**config.mk**
```make
export PLATFORM = sky130hd
export DESIGN_NAME = fdcs_core
export DESIGN_NICKNAME = d
export VERILOG_FILES = /design/src/core/fdcs_pkg.sv /design/src/core/fdcs_core.sv
export VERILOG_INCLUDE_DIRS = /design/src /design/src/core
export SDC_FILE = /design/constraint.sdc
export NUM_CORES = 1
export LEC_CHECK = 0
export BUFFER_PORTS_ARGS = -buffer_cell sky130_fd_sc_hd__buf_2
export CAP_MARGIN = 20
export CORE_UTILIZATION = 51
export CTS_BUF_LIST = sky130_fd_sc_hd__clkbuf_4 sky130_fd_sc_hd__clkbuf_8
export DETAILED_ROUTE_END_ITERATION = 7
export PLACE_DENSITY = 0.78
export SLEW_MARGIN = 20
export SYNTH_ARGS = -nofsm -noshare
export SYNTH_HDL_FRONTEND = slang
export SYNTH_SLANG_ARGS = --single-unit
```
**constraint.sdc**
```tcl
create_clock -name clk_sys -period 4.6 [get_ports clk_sys]
set_input_delay 0.46 -clock clk_sys [delete_from_list [all_inputs] [get_ports clk_sys]]
set_output_delay 0.46 -clock clk_sys [all_outputs]
set_load 0.01 [all_outputs]
```
**src/core/fdcs_params.svh**
```systemverilog
// offsets, field positions, opcodes and timing counts of the floppy command block
`ifndef FDCS_PARAMS_SVH
`define FDCS_PARAMS_SVH
// register byte addresses
`define FDCS_A_MAIN 8'h00
`define FDCS_A_DATA 8'h04
`define FDCS_A_ST1 8'h08
`define FDCS_A_ST2 8'h0c
`define FDCS_A_ST3 8'h10
`define FDCS_A_CFG 8'h14
`define FDCS_A_SPEC 8'h18
// main status fields
`define FDCS_MAIN_HOST_REQ 7
`define FDCS_MAIN_TO_HOST 6
`define FDCS_MAIN_EXEC 5
`define FDCS_MAIN_BUSY 4
// command opcodes (low five bits)
`define FDCS_OP_SPECIFY 5'h03
`define FDCS_OP_SENSE_DRV 5'h04
`define FDCS_OP_SENSE_INT 5'h08
// status zero values
`define FDCS_ST0_INVALID 8'h80
`define FDCS_ST0_READY_CHG 8'hc0
`define FDCS_ST0_SEEK_OK 8'h20
`define FDCS_ST0_SEEK_BAD 8'h60
// status register one / two bit positions
`define FDCS_ST1_WRITE_BLOCKED 1
`define FDCS_ST1_ID_ABSENT 0
`define FDCS_ST2_DELETED 6
`define FDCS_ST2_DATA_CRC 5
`define FDCS_ST2_WRONG_CYL 4
`define FDCS_ST2_SCAN_HIT 3
`define FDCS_ST2_SCAN_NOMATCH 2
`define FDCS_ST2_BAD_TRACK 1
`define FDCS_ST2_DATA_ABSENT 0
// timer scaling: the coded values are in ms at the nominal 10 MHz clock
`define FDCS_MS_NS 1000000
`define FDCS_CLK_NS 100
`define FDCS_MS_CYCLES (`FDCS_MS_NS / `FDCS_CLK_NS)
`define FDCS_UNLOAD_STEP_MS 16
`define FDCS_LOAD_STEP_MS 2
`define FDCS_STEP_MAX_MS 16
`define FDCS_BAD_CYL 8'hff
`endif

```
**src/core/fdcs_pkg.sv**
```systemverilog
// types of the floppy command and status block
`default_nettype none
package fdcs_pkg;
  typedef enum logic [1:0] {
    FDCS_IDLE,
    FDCS_PARAM,
    FDCS_EXEC,
    FDCS_RESULT
  } fdcs_phase_e;
endpackage
`default_nettype wire

```
**src/core/fdcs_core.sv**
```systemverilog
// command interpreter, status registers and specify timers of the controller
`timescale 1ns/1ps
`default_nettype none
`include "fdcs_params.svh"

// Overview of operation
// interrupt on result entry, drive ready change, and seek/recalibrate end (ready changes are ignored while seek_pend is set).
// non-DMA mode also interrupts during execution for each data byte.
// sense-interrupt clears the interrupt and reports cause in bits 7..5.
// host must follow each seek/recalibrate with a sense-interrupt.
// cause codes: ready change C0, seek normal 20, seek abnormal 60.
// unload delay 16..240 ms in 16 ms steps after read/write end.
// step spacing 1..16 ms, inverted code, F gives 1 ms.
// load delay 2..254 ms in 2 ms steps after head load rises.
// timers follow controller clock; all intervals double at half clock.
// host should program step spacing 1 ms above drive minimum.
// dma_bypass set selects non-DMA, cleared selects DMA.
// sense-drive-status returns status register three with live drive lines.
// undefined command: no interrupt, result phase, status zero 80H.
// unanswered seek interrupt makes the next other command invalid.
// write_blocked set on write protect during write or format.
// id_field_absent on missing ID or data mark, with data_mark_absent.
// status register two bit 7 always reads zero.
// deleted_mark_seen on deleted mark during read data or scan.
// data_crc_error on CRC error in the data field.
// wrong_cyl_flag on cylinder mismatch; bad_track_flag when medium is FF.
// scan_hit on equal condition; scan_no_match when no sector matches.
// data_mark_absent when neither data nor deleted mark is found.
// status three: fault, protect, ready, track0, two-sided, side, units.
// sense-interrupt result is status zero then present cylinder.
module fdcs_core #(
  parameter int MS_CYCLES = `FDCS_MS_CYCLES
) (
  // clock and reset
  input wire logic clk_sys,
  input wire logic resetn,
  // apb slave
  input wire logic psel,
  input wire logic penable,
  input wire logic pwrite,
  input wire logic [7:0] paddr,
  input wire logic [31:0] pwdata,
  output logic [31:0] prdata,
  output logic pready,
  output logic pslverr,
  // drive lines
  input wire logic drv_fault,
  input wire logic drv_write_protect,
  input wire logic drv_ready,
  input wire logic drv_track_zero,
  input wire logic drv_two_sided,
  output logic side_select_state,
  output logic [1:0] unit_sel_state,
  // execution engine events
  input wire logic exec_done,
  input wire logic exec_byte_req,
  input wire logic exec_writing,
  input wire logic exec_reading,
  input wire logic exec_scanning,
  input wire logic seek_end,
  input wire logic seek_abnormal,
  input wire logic [7:0] present_cylinder,
  input wire logic ev_id_missing,
  input wire logic ev_data_mark_missing,
  input wire logic ev_deleted_mark,
  input wire logic ev_data_crc,
  input wire logic cyl_check,
  input wire logic [7:0] medium_cyl,
  input wire logic [7:0] id_cylinder_store,
  input wire logic ev_scan_equal,
  input wire logic ev_scan_none,
  output logic exec_start,
  output logic [7:0] exec_opcode,
  output logic param_strobe,
  output logic [7:0] param_byte,
  output logic int_out,
  // timer starts and expiries
  input wire logic rw_exec_end,
  input wire logic step_gap_start,
  input wire logic head_load_rise,
  output logic head_unload,
  output logic step_gap_done,
  output logic rw_start_ok,
  output logic dma_bypass
);

  // ==========================================================
  // state
  typedef struct packed {
    fdcs_pkg::fdcs_phase_e phase;
    logic [7:0] opcode;
    logic [1:0] pleft;
    logic [3:0] unload_delay;
    logic [3:0] step_interval;
    logic [6:0] load_delay;
    logic dma_bypass;
    logic half_clk;
    logic int_pend;
    logic seek_pend;
    logic [7:0] cause;
    logic int_out;
    logic [7:0] res0;
    logic [7:0] res1;
    logic [1:0] res_cnt;
    logic [7:0] st1;
    logic [7:0] st2;
    logic [7:0] st3;
    logic hd;
    logic [1:0] us;
    logic ready_q;
    logic [13:0] pre;
    logic ms_odd;
    logic ms_tick;
    logic [7:0] unl_cnt;
    logic unl_run;
    logic [4:0] stp_cnt;
    logic stp_run;
    logic [7:0] ld_cnt;
    logic ld_run;
    logic unl_done;
    logic stp_done;
    logic ld_done;
    logic exec_start;
    logic [7:0] exec_op;
    logic param_stb;
    logic [7:0] param_byte;
    logic [31:0] prdata;
    logic pready;
    logic pslverr;
  } fdcs_state_s;

  fdcs_state_s st_reg;
  fdcs_state_s st_next;
  logic [1:0] rst_sync_reg;
  logic rst_n;

  // ==========================================================
  // reset release
  always_ff @(posedge clk_sys or negedge resetn) begin
    if (!resetn) begin
      rst_sync_reg <= 2'h0;
    end else begin
      rst_sync_reg <= {rst_sync_reg[0], 1'b1};
    end
  end
  assign rst_n = rst_sync_reg[1];

  // ==========================================================
  // helpers
  function automatic logic is_ext(input logic [4:0] op);
    case (op)
      5'h02, 5'h05, 5'h06, 5'h07, 5'h09, 5'h0a, 5'h0c, 5'h0d,
      5'h0f, 5'h11, 5'h19, 5'h1d: is_ext = 1'b1;
      default: is_ext = 1'b0;
    endcase
  endfunction

  logic acc;
  logic wr_data;
  logic rd_data;
  logic cmd_take;
  logic [4:0] op_in;
  logic ready_chg;
  logic ev_any;
  logic bad_cmd;
  logic [31:0] rd_mux;
  logic mapped;

  always_comb begin
    acc = psel && penable && st_reg.pready;
    wr_data = acc && pwrite && (paddr == `FDCS_A_DATA);
    rd_data = acc && !pwrite && (paddr == `FDCS_A_DATA);
    cmd_take = wr_data && (st_reg.phase == fdcs_pkg::FDCS_IDLE);
    op_in = pwdata[4:0];
    ready_chg = drv_ready != st_reg.ready_q;
    ev_any = ready_chg || seek_end || exec_done;
    bad_cmd = !(op_in == `FDCS_OP_SPECIFY || op_in == `FDCS_OP_SENSE_DRV ||
      op_in == `FDCS_OP_SENSE_INT || is_ext(op_in)) ||
      (st_reg.seek_pend && op_in != `FDCS_OP_SENSE_INT);
    mapped = 1'b1;
    rd_mux = 32'h0;
    case (paddr)
      `FDCS_A_MAIN: begin
        rd_mux[`FDCS_MAIN_HOST_REQ] = st_reg.phase != fdcs_pkg::FDCS_EXEC ||
          (st_reg.dma_bypass && exec_byte_req);
        rd_mux[`FDCS_MAIN_TO_HOST] = st_reg.phase == fdcs_pkg::FDCS_RESULT;
        rd_mux[`FDCS_MAIN_EXEC] = st_reg.phase == fdcs_pkg::FDCS_EXEC &&
          st_reg.dma_bypass;
        rd_mux[`FDCS_MAIN_BUSY] = st_reg.phase != fdcs_pkg::FDCS_IDLE;
      end
      `FDCS_A_DATA: rd_mux[7:0] = st_reg.res_cnt != 2'h0 ? st_reg.res0 :
        8'h0;
      `FDCS_A_ST1: rd_mux[7:0] = st_reg.st1;
      `FDCS_A_ST2: rd_mux[7:0] = st_reg.st2;
      `FDCS_A_ST3: rd_mux[7:0] = st_reg.st3;
      `FDCS_A_CFG: rd_mux[0] = st_reg.half_clk;
      `FDCS_A_SPEC: rd_mux[15:0] = {st_reg.step_interval,
        st_reg.unload_delay, st_reg.load_delay, st_reg.dma_bypass};
      default: mapped = 1'b0;
    endcase
  end

  // ==========================================================
  // next state
  always_comb begin
    st_next = st_reg;
    st_next.exec_start = 1'b0;
    st_next.param_stb = 1'b0;
    st_next.unl_done = 1'b0;
    st_next.stp_done = 1'b0;
    st_next.ld_done = 1'b0;
    st_next.ms_tick = 1'b0;
    // apb answers one cycle after setup
    st_next.pready = psel && !penable;
    st_next.pslverr = psel && !penable && !mapped;
    if (psel && !penable) begin
      st_next.prdata = rd_mux;
    end
    if (acc && pwrite && paddr == `FDCS_A_CFG) begin
      st_next.half_clk = pwdata[0];
    end
    // command phase
    case (st_reg.phase)
      fdcs_pkg::FDCS_IDLE: begin
        if (cmd_take) begin
          st_next.opcode = pwdata[7:0];
          st_next.st1 = 8'h0;
          st_next.st2 = 8'h0;
          if (bad_cmd) begin
            st_next.res0 = `FDCS_ST0_INVALID;
            st_next.res_cnt = 2'h1;
            st_next.phase = fdcs_pkg::FDCS_RESULT;
          end else if (op_in == `FDCS_OP_SENSE_INT) begin
            st_next.res0 = st_reg.cause;
            st_next.res1 = present_cylinder;
            st_next.res_cnt = 2'h2;
            st_next.int_pend = 1'b0;
            st_next.seek_pend = 1'b0;
            st_next.cause = `FDCS_ST0_INVALID;
            st_next.phase = fdcs_pkg::FDCS_RESULT;
          end else if (op_in == `FDCS_OP_SPECIFY) begin
            st_next.pleft = 2'h2;
            st_next.phase = fdcs_pkg::FDCS_PARAM;
          end else if (op_in == `FDCS_OP_SENSE_DRV) begin
            st_next.pleft = 2'h1;
            st_next.phase = fdcs_pkg::FDCS_PARAM;
          end else begin
            st_next.exec_start = 1'b1;
            st_next.exec_op = pwdata[7:0];
            st_next.phase = fdcs_pkg::FDCS_EXEC;
          end
        end
      end
      fdcs_pkg::FDCS_PARAM: begin
        if (wr_data) begin
          st_next.pleft = st_reg.pleft - 2'h1;
          if (st_reg.opcode[4:0] == `FDCS_OP_SPECIFY) begin
            if (st_reg.pleft == 2'h2) begin
              st_next.step_interval = pwdata[7:4];
              st_next.unload_delay = pwdata[3:0];
            end else begin
              st_next.load_delay = pwdata[7:1];
              st_next.dma_bypass = pwdata[0];
              st_next.phase = fdcs_pkg::FDCS_IDLE;
            end
          end else begin
            st_next.hd = pwdata[2];
            st_next.us = pwdata[1:0];
            st_next.res0 = {drv_fault, drv_write_protect, drv_ready,
              drv_track_zero, drv_two_sided, pwdata[2:0]};
            st_next.res_cnt = 2'h1;
            st_next.phase = fdcs_pkg::FDCS_RESULT;
          end
        end
      end
      fdcs_pkg::FDCS_EXEC: begin
        if (wr_data) begin
          st_next.param_stb = 1'b1;
          st_next.param_byte = pwdata[7:0];
        end
        if (exec_done) begin
          st_next.phase = fdcs_pkg::FDCS_IDLE;
        end
      end
      fdcs_pkg::FDCS_RESULT: begin
        if (rd_data) begin
          st_next.res_cnt = st_reg.res_cnt - 2'h1;
          st_next.res0 = st_reg.res1;
          if (st_reg.res_cnt == 2'h1) begin
            st_next.phase = fdcs_pkg::FDCS_IDLE;
          end
        end
      end
      default: st_next.phase = fdcs_pkg::FDCS_IDLE;
    endcase
    // interrupt causes; a seek end, or a ready change with no seek pending, wins over the clear above
    st_next.ready_q = drv_ready;
    if (ready_chg && !st_reg.seek_pend) begin
      st_next.cause = `FDCS_ST0_READY_CHG;
      st_next.int_pend = 1'b1;
    end
    if (seek_end) begin
      st_next.cause = seek_abnormal ? `FDCS_ST0_SEEK_BAD :
        `FDCS_ST0_SEEK_OK;
      st_next.int_pend = 1'b1;
      st_next.seek_pend = 1'b1;
    end
    if (exec_done && st_reg.phase == fdcs_pkg::FDCS_EXEC) begin
      st_next.int_pend = 1'b1;
    end
    st_next.int_out = st_next.int_pend ||
      (st_next.phase == fdcs_pkg::FDCS_EXEC && st_next.dma_bypass &&
      exec_byte_req);
    // status register one and two
    if (exec_writing && drv_write_protect) begin
      st_next.st1[`FDCS_ST1_WRITE_BLOCKED] = 1'b1;
    end
    if (ev_id_missing || ev_data_mark_missing) begin
      st_next.st1[`FDCS_ST1_ID_ABSENT] = 1'b1;
    end
    if (ev_data_mark_missing) begin
      st_next.st2[`FDCS_ST2_DATA_ABSENT] = 1'b1;
    end
    if (ev_deleted_mark && (exec_reading || exec_scanning)) begin
      st_next.st2[`FDCS_ST2_DELETED] = 1'b1;
    end
    if (ev_data_crc) begin
      st_next.st2[`FDCS_ST2_DATA_CRC] = 1'b1;
    end
    if (cyl_check && medium_cyl != id_cylinder_store) begin
      st_next.st2[`FDCS_ST2_WRONG_CYL] = 1'b1;
      if (medium_cyl == `FDCS_BAD_CYL) begin
        st_next.st2[`FDCS_ST2_BAD_TRACK] = 1'b1;
      end
    end
    if (exec_scanning && ev_scan_equal) begin
      st_next.st2[`FDCS_ST2_SCAN_HIT] = 1'b1;
    end
    if (exec_scanning && ev_scan_none) begin
      st_next.st2[`FDCS_ST2_SCAN_NOMATCH] = 1'b1;
    end
    st_next.st2[7] = 1'b0;
    st_next.st3 = {drv_fault, drv_write_protect, drv_ready, drv_track_zero,
      drv_two_sided, st_next.hd, st_next.us};
    // millisecond base, halved clock stretches every interval
    if (st_reg.pre == 14'(MS_CYCLES - 1)) begin
      st_next.pre = 14'h0;
      st_next.ms_odd = !st_reg.ms_odd;
      st_next.ms_tick = !st_reg.half_clk || st_reg.ms_odd;
    end else begin
      st_next.pre = st_reg.pre + 14'h1;
    end
    // specify timers
    if (rw_exec_end) begin
      st_next.unl_cnt = 8'({st_reg.unload_delay, 4'h0});
      st_next.unl_run = 1'b1;
    end else if (st_reg.unl_run && st_reg.ms_tick) begin
      st_next.unl_cnt = st_reg.unl_cnt - 8'h1;
      if (st_reg.unl_cnt <= 8'h1) begin
        st_next.unl_run = 1'b0;
        st_next.unl_done = 1'b1;
      end
    end
    if (step_gap_start) begin
      st_next.stp_cnt = 5'(`FDCS_STEP_MAX_MS) -
        {1'b0, st_reg.step_interval};
      st_next.stp_run = 1'b1;
    end else if (st_reg.stp_run && st_reg.ms_tick) begin
      st_next.stp_cnt = st_reg.stp_cnt - 5'h1;
      if (st_reg.stp_cnt <= 5'h1) begin
        st_next.stp_run = 1'b0;
        st_next.stp_done = 1'b1;
      end
    end
    if (head_load_rise) begin
      st_next.ld_cnt = {st_reg.load_delay, 1'b0};
      st_next.ld_run = 1'b1;
    end else if (st_reg.ld_run && st_reg.ms_tick) begin
      st_next.ld_cnt = st_reg.ld_cnt - 8'h1;
      if (st_reg.ld_cnt <= 8'h1) begin
        st_next.ld_run = 1'b0;
        st_next.ld_done = 1'b1;
      end
    end
  end

  always_ff @(posedge clk_sys or negedge rst_n) begin
    if (!rst_n) begin
      st_reg <= '0;
      st_reg.phase <= fdcs_pkg::FDCS_IDLE;
      st_reg.cause <= `FDCS_ST0_INVALID;
    end else begin
      st_reg <= st_next;
    end
  end

  // ==========================================================
  // outputs
  assign prdata = st_reg.prdata;
  assign pready = st_reg.pready;
  assign pslverr = st_reg.pslverr;
  assign side_select_state = st_reg.hd;
  assign unit_sel_state = st_reg.us;
  assign exec_start = st_reg.exec_start;
  assign exec_opcode = st_reg.exec_op;
  assign param_strobe = st_reg.param_stb;
  assign param_byte = st_reg.param_byte;
  assign int_out = st_reg.int_out;
  assign head_unload = st_reg.unl_done;
  assign step_gap_done = st_reg.stp_done;
  assign rw_start_ok = st_reg.ld_done;
  assign dma_bypass = st_reg.dma_bypass;
endmodule // fdcs_core
`default_nettype wire

```
# ---- Yosys cells after proc, flatten, opt, wreduce, memory -nomap -nowiden
# Memory sizes are Yosys's and may differ from the RTL's.
# Index checks and enable logic that the tools add are counted.
dict set report op_classes {
  eq_ne 32
  n_lt_le_gt_ge 3
  bitwise 5
  addsub 7
  mux 92
  reduce_logical 97
}
# op n
set op_table {}
lappend op_table {{$mux W9} 12}
lappend op_table {{$mux W8} 10}
lappend op_table {{$mux W10} 6}
lappend op_table {{$reduce_bool A2 Y1} 28}
lappend op_table {{$mux W18} 2}
lappend op_table {{$mux W2} 18}
lappend op_table {{$mux W34} 1}
lappend op_table {{$mux W1} 27}
lappend op_table {{$reduce_and A2 Y1} 13}
lappend op_table {{$logic_and A1 B1 Y1} 25}
lappend op_table {{$eq A8 B5 Y1 const B} 3}
lappend op_table {{$pmux W8 S3} 1}
lappend op_table {{$pmux W4 S5} 1}
lappend op_table {{$reduce_and A4 Y1} 5}
lappend op_table {{$reduce_and A6 Y1} 3}
lappend op_table {{$eq A8 B4 Y1 const B} 2}
lappend op_table {{$le A8 B1 Y1 const B} 2}
lappend op_table {{$mux W16} 1}
lappend op_table {{$ne A2 B2 Y1 const B} 8}
lappend op_table {{$sub A8 B1 Y8 const B} 2}
lappend op_table {{$pmux W3 S5} 1}
lappend op_table {{$add A14 B1 Y14 const B} 1}
lappend op_table {{$eq A14 B14 Y1 const B} 1}
lappend op_table {{$mux W14} 1}
lappend op_table {{31 further kinds} 62}
dict set report totals {
  memories 1
  output_inout_bits 60
  elab_cells 285
  reg_bits 160
  mem_bits_ro 32
  inputBits 91
}
# memory depth width read_ports rd_ports_with_merged_regs write_ports line_no
set memory_table {}
lappend memory_table {{(name not given)} 32 1 1 0 0 fdcs_core.sv:151} ;# case (op)

# ---- Logic depth before layout (Yosys ltp)
dict set report logic_depth {
  depth_word 13
  depth_mapped 10
  mapped_depth_nobuf 8
}

# ---- Least setup slack after synthesis
# No wires, ideal clock.
dict set report synth_timing {
  kind {input-to-reg}
  startpoint {in paddr[5]}
  endpoint {reg st_reg, in the netlist int_out}
  slack_ns 1.897
  setup_time_ns 0.120
  required_time_ns 4.480
  arrival_time_ns 2.583
  path_stages 7
  n_path_buf 1
  path_cell_list {or4_1 > buf_2 > nor4_4 > nand2b_2 > nor3_2 > mux2_4 > a41o_1}
}
# item line_no
set synth_rtl {}
lappend synth_rtl {{start, declared} fdcs_core.sv:41} ;# input wire logic [7:0] paddr,
lappend synth_rtl {{end signal, assigned} fdcs_core.sv:393} ;# st_reg <= st_next;
lappend synth_rtl {{end, declared} fdcs_core.sv:132} ;# fdcs_state_s st_reg;

==> metrics.cfg <==
[clock_network]
clk_pin_slew_worst_paths_ns = 0.08
h-tree-depth = 4
root_buffer = clkbuf_8
clk_latency_ns = 0.45
cts_buffers = 17
cts_tree = yes
clk_path_buf_depth = 2
cts_sinks = 148

[yosys]
syn_inst = 706
synth_seq_cells = 148
synth_xor_area_frac = 0.05045
yosysWarnings = 0
yosysSeqAreaShare = 0.5082
ys_async_sr_fraction = 1.000
synth.distinct_cells = 67
yosys.area.top_type_share = 0.5045
dominantRegCellSynth = dfrtp_1
synth.area.top_cells = dfrtp_1 50%, mux2_2 5.9%, buf_4 5.1%
syn_area_per_cell_um2 = 10.33
synth-adder-area-share = 0.03261
synth_top_family_by_area = simple AND/OR/NAND/NOR gates
synth.largest_area_cell = dfrtp_1
yosys.area_share.simple = 0.1522
synthMuxAreaShare = 0.06350
synth-compound-area-share = 0.1134
syn_area_um2 = 7291
synth_edf_count = 0
yosysMostFrequentCell = dfrtp_1
synth_common_cells = 147 x dfrtp_1, 81 x nand2_1, 52 x nor2_1

[global_route]
track_usage = 0.2309
antenna_found_initial = 0
grt_pass1_wl_um = 25860
grt_max_degree = 147
grt_pass1_vias = 5148
grt.overflow.total = 0

[placement]
hpwlAfterDp_um = 11190
port-buffer-count = 110
pre_cts_slack_ns = 1.452
gp_congestion = 0.8933

[floorplanning]
die-height_um = 121.6
die_w_um = 121.6
initial_core_util = 0.5232
core_area_um2 = 13930
row_count = 43
dieArea_um2 = 14780
num_io_pins = 151

[sta]
finalMaxSlewViolations = 0
max_freq_mhz = 363.0
fin_crit_ns = 2.755
finalClockSkew_ns = 0.01080
hold_viol_final = 0
rsz0062_at_grt = false
relSlewSlack = 0.3015
fin_setup_tns_ns = 0
setup_viol = 0
tightest_slew_ns = 1.044
fin_crit_sh = 0.5988
setup_ws_ns = 1.845

[route]
drt-initial-drc-count = 374
viasPerCell = 5.560
drt_wl_total_um = 15940
drc = 0
via_count = 5410
firstDrtPassIters = 6
ant_nets = 0
wl_per_cell_um = 16.39

[critical_path]
cp_max_fo = 24
end_kind = flip-flop
worstSetupPathType = flip-flop to flip-flop
worstPathArrival_ns = 3.10
start_kind = flip-flop
cp.required_ns = 4.94

[cells_and_area]
largest_register_ffs = 104
area_delta_synth_final_pct = 11.26
layout-drive-gt1-share = 0.2484
antennaDiodeCount = 0
nFillCells = 1206
nNetsFinal = 890

[pwr]
p_leak_nw = 3.897
vdd_ir_drop_max_uv = 245.7
power_density_nw_per_um2 = 314.5

[worst_hold_path]
min_path_type = input pin to flip-flop

[job]
maxCapViolations = 0

[run_status]
outcome = finished, final reports clean

[routing by layer]
metal,GRT usage,vias up,part of all wire
li1,-,2551,-
met1,0.3027,2649,0.44
met2,0.3707,186,0.49
met3,0.05758,24,0.056
met4,0.08642,0,0.019
met5,0,-,0
[cells in the final DEF (no fill, tap or decap), types with 5 or more instances in the layout]
cell type  count
dfrtp_1      146
buf_2        110
nand2_1       81
nor2_1        52
mux2_2        38
o21ai_0       36
a21oi_1       30
xnor2_1       29
nand3_1       26
inv_1         23
ha_1          19
clkbuf_8      18
conb_1        17
nor3_1        16
xor2_1        13
a22oi_1        9
nor4_1         8
a222oi_1       8
nor2b_1        7
a22o_1         7
nand4_1        6
a31oi_1        5
buf_4          5
[cells by family (layout without fill, tap and decap cells)]
logic type | count (synthesis) | in the layout
AO/OA/AOI/OAI | 125 | 125
XOR/XNOR | 42 | 42
adder cells (fa/ha/maj) | 19 | 19
buffers and inverters | 101 | 173
flip-flops | 148 | 148
multiplexers | 41 | 41
other | 2 | 17
AND/OR/NAND/NOR | 228 | 228
[worst paths after layout]
path	startpoint	end	slack (ns)	cells past startpoint
setup / recovery	st_reg[180]$_DFF_PN0_	int_out$_DFF_PN0_	1.85	6
hold / removal	drv_track_zero	st_reg[103]$_DFF_PN0_	0.14	1
setup reg to reg	st_reg[180]$_DFF_PN0_	int_out$_DFF_PN0_	1.85	6
hold reg to reg	rst_sync_reg[0]$_DFF_PN0_	rst_sync_reg[1]$_DFF_PN0_	0.36	0
max in group asynchronous	rst_sync_reg[1]$_DFF_PN0_	prdata[11]$_DFFE_PN0P_	3.59	1
min in group asynchronous	resetn	rst_sync_reg[1]$_DFF_PN0_	0.31	2
[power breakdown]
part / switching (W) / internal, W / leakage [nW]
sequential: 0.0000302 / 0.00134 / 1.93
combinational: 0.000114 / 0.0000644 / 1.76
clock: 0.000495 / 0.000510 / 0.204
total: 0.000639 / 0.00191 / 3.90
[layout make-up]
| class | count | area (µm²) | share of cell area |
|---|---|---|---|
| Sequential cell | 148 | 3709 | 0.4572 |
| Clock inverter | 12 | 131.4 | 0.01620 |
| Multi-Input combinational cell | 472 | 3075 | 0.3791 |
| Inverter | 24 | 90.09 | 0.01111 |
| Tap cell | 180 | 225.2 | 0.02776 |
| Clock buffer | 20 | 262.8 | 0.03239 |
| Timing Repair Buffer | 117 | 618.1 | 0.07620 |
[through the flow]
| stage | instances | utilization | hold WS [ns] | total power, W | instance area [µm²] |
|---|---|---|---|---|---|
| after floorplan | 721 | - | 0.1644 | 0.001499 | 7347 |
| after global placement | 940 | 0.5527 | 0.2463 | 0.001565 | 7701 |
| after detailed placement | 940 | 0.5527 | 0.2478 | 0.001569 | 7701 |
| after CTS | 973 | 0.5817 | 0.1261 | 0.002566 | 8105 |
| after global routing | 973 | 0.5821 | 0.1215 | 0.002652 | 8112 |
| final | 973 | 0.5821 | 0.1401 | 0.002551 | 8112 |
[repair_timing]
| item | in CTS | in global routing |
|---|---|---|
| hold buffers | 1 | 0 |
| endpoints found under the hold margin | 2 | 0 |
| resized for setup | 0 | 0 |
| endpoints found under the setup margin | 0 | 0 |
| setup buffers | 0 | 0 |
[worst max-delay path, cell delays in order, from the launching register on]
cell	delay (ns)
dfrtp_1	0.43
inv_1	0.11
ha_1	0.70
inv_1	0.18
nor3_2	0.60
mux2_4	0.36
a41o_1	0.25
Power figures use the tool's default switching activity.
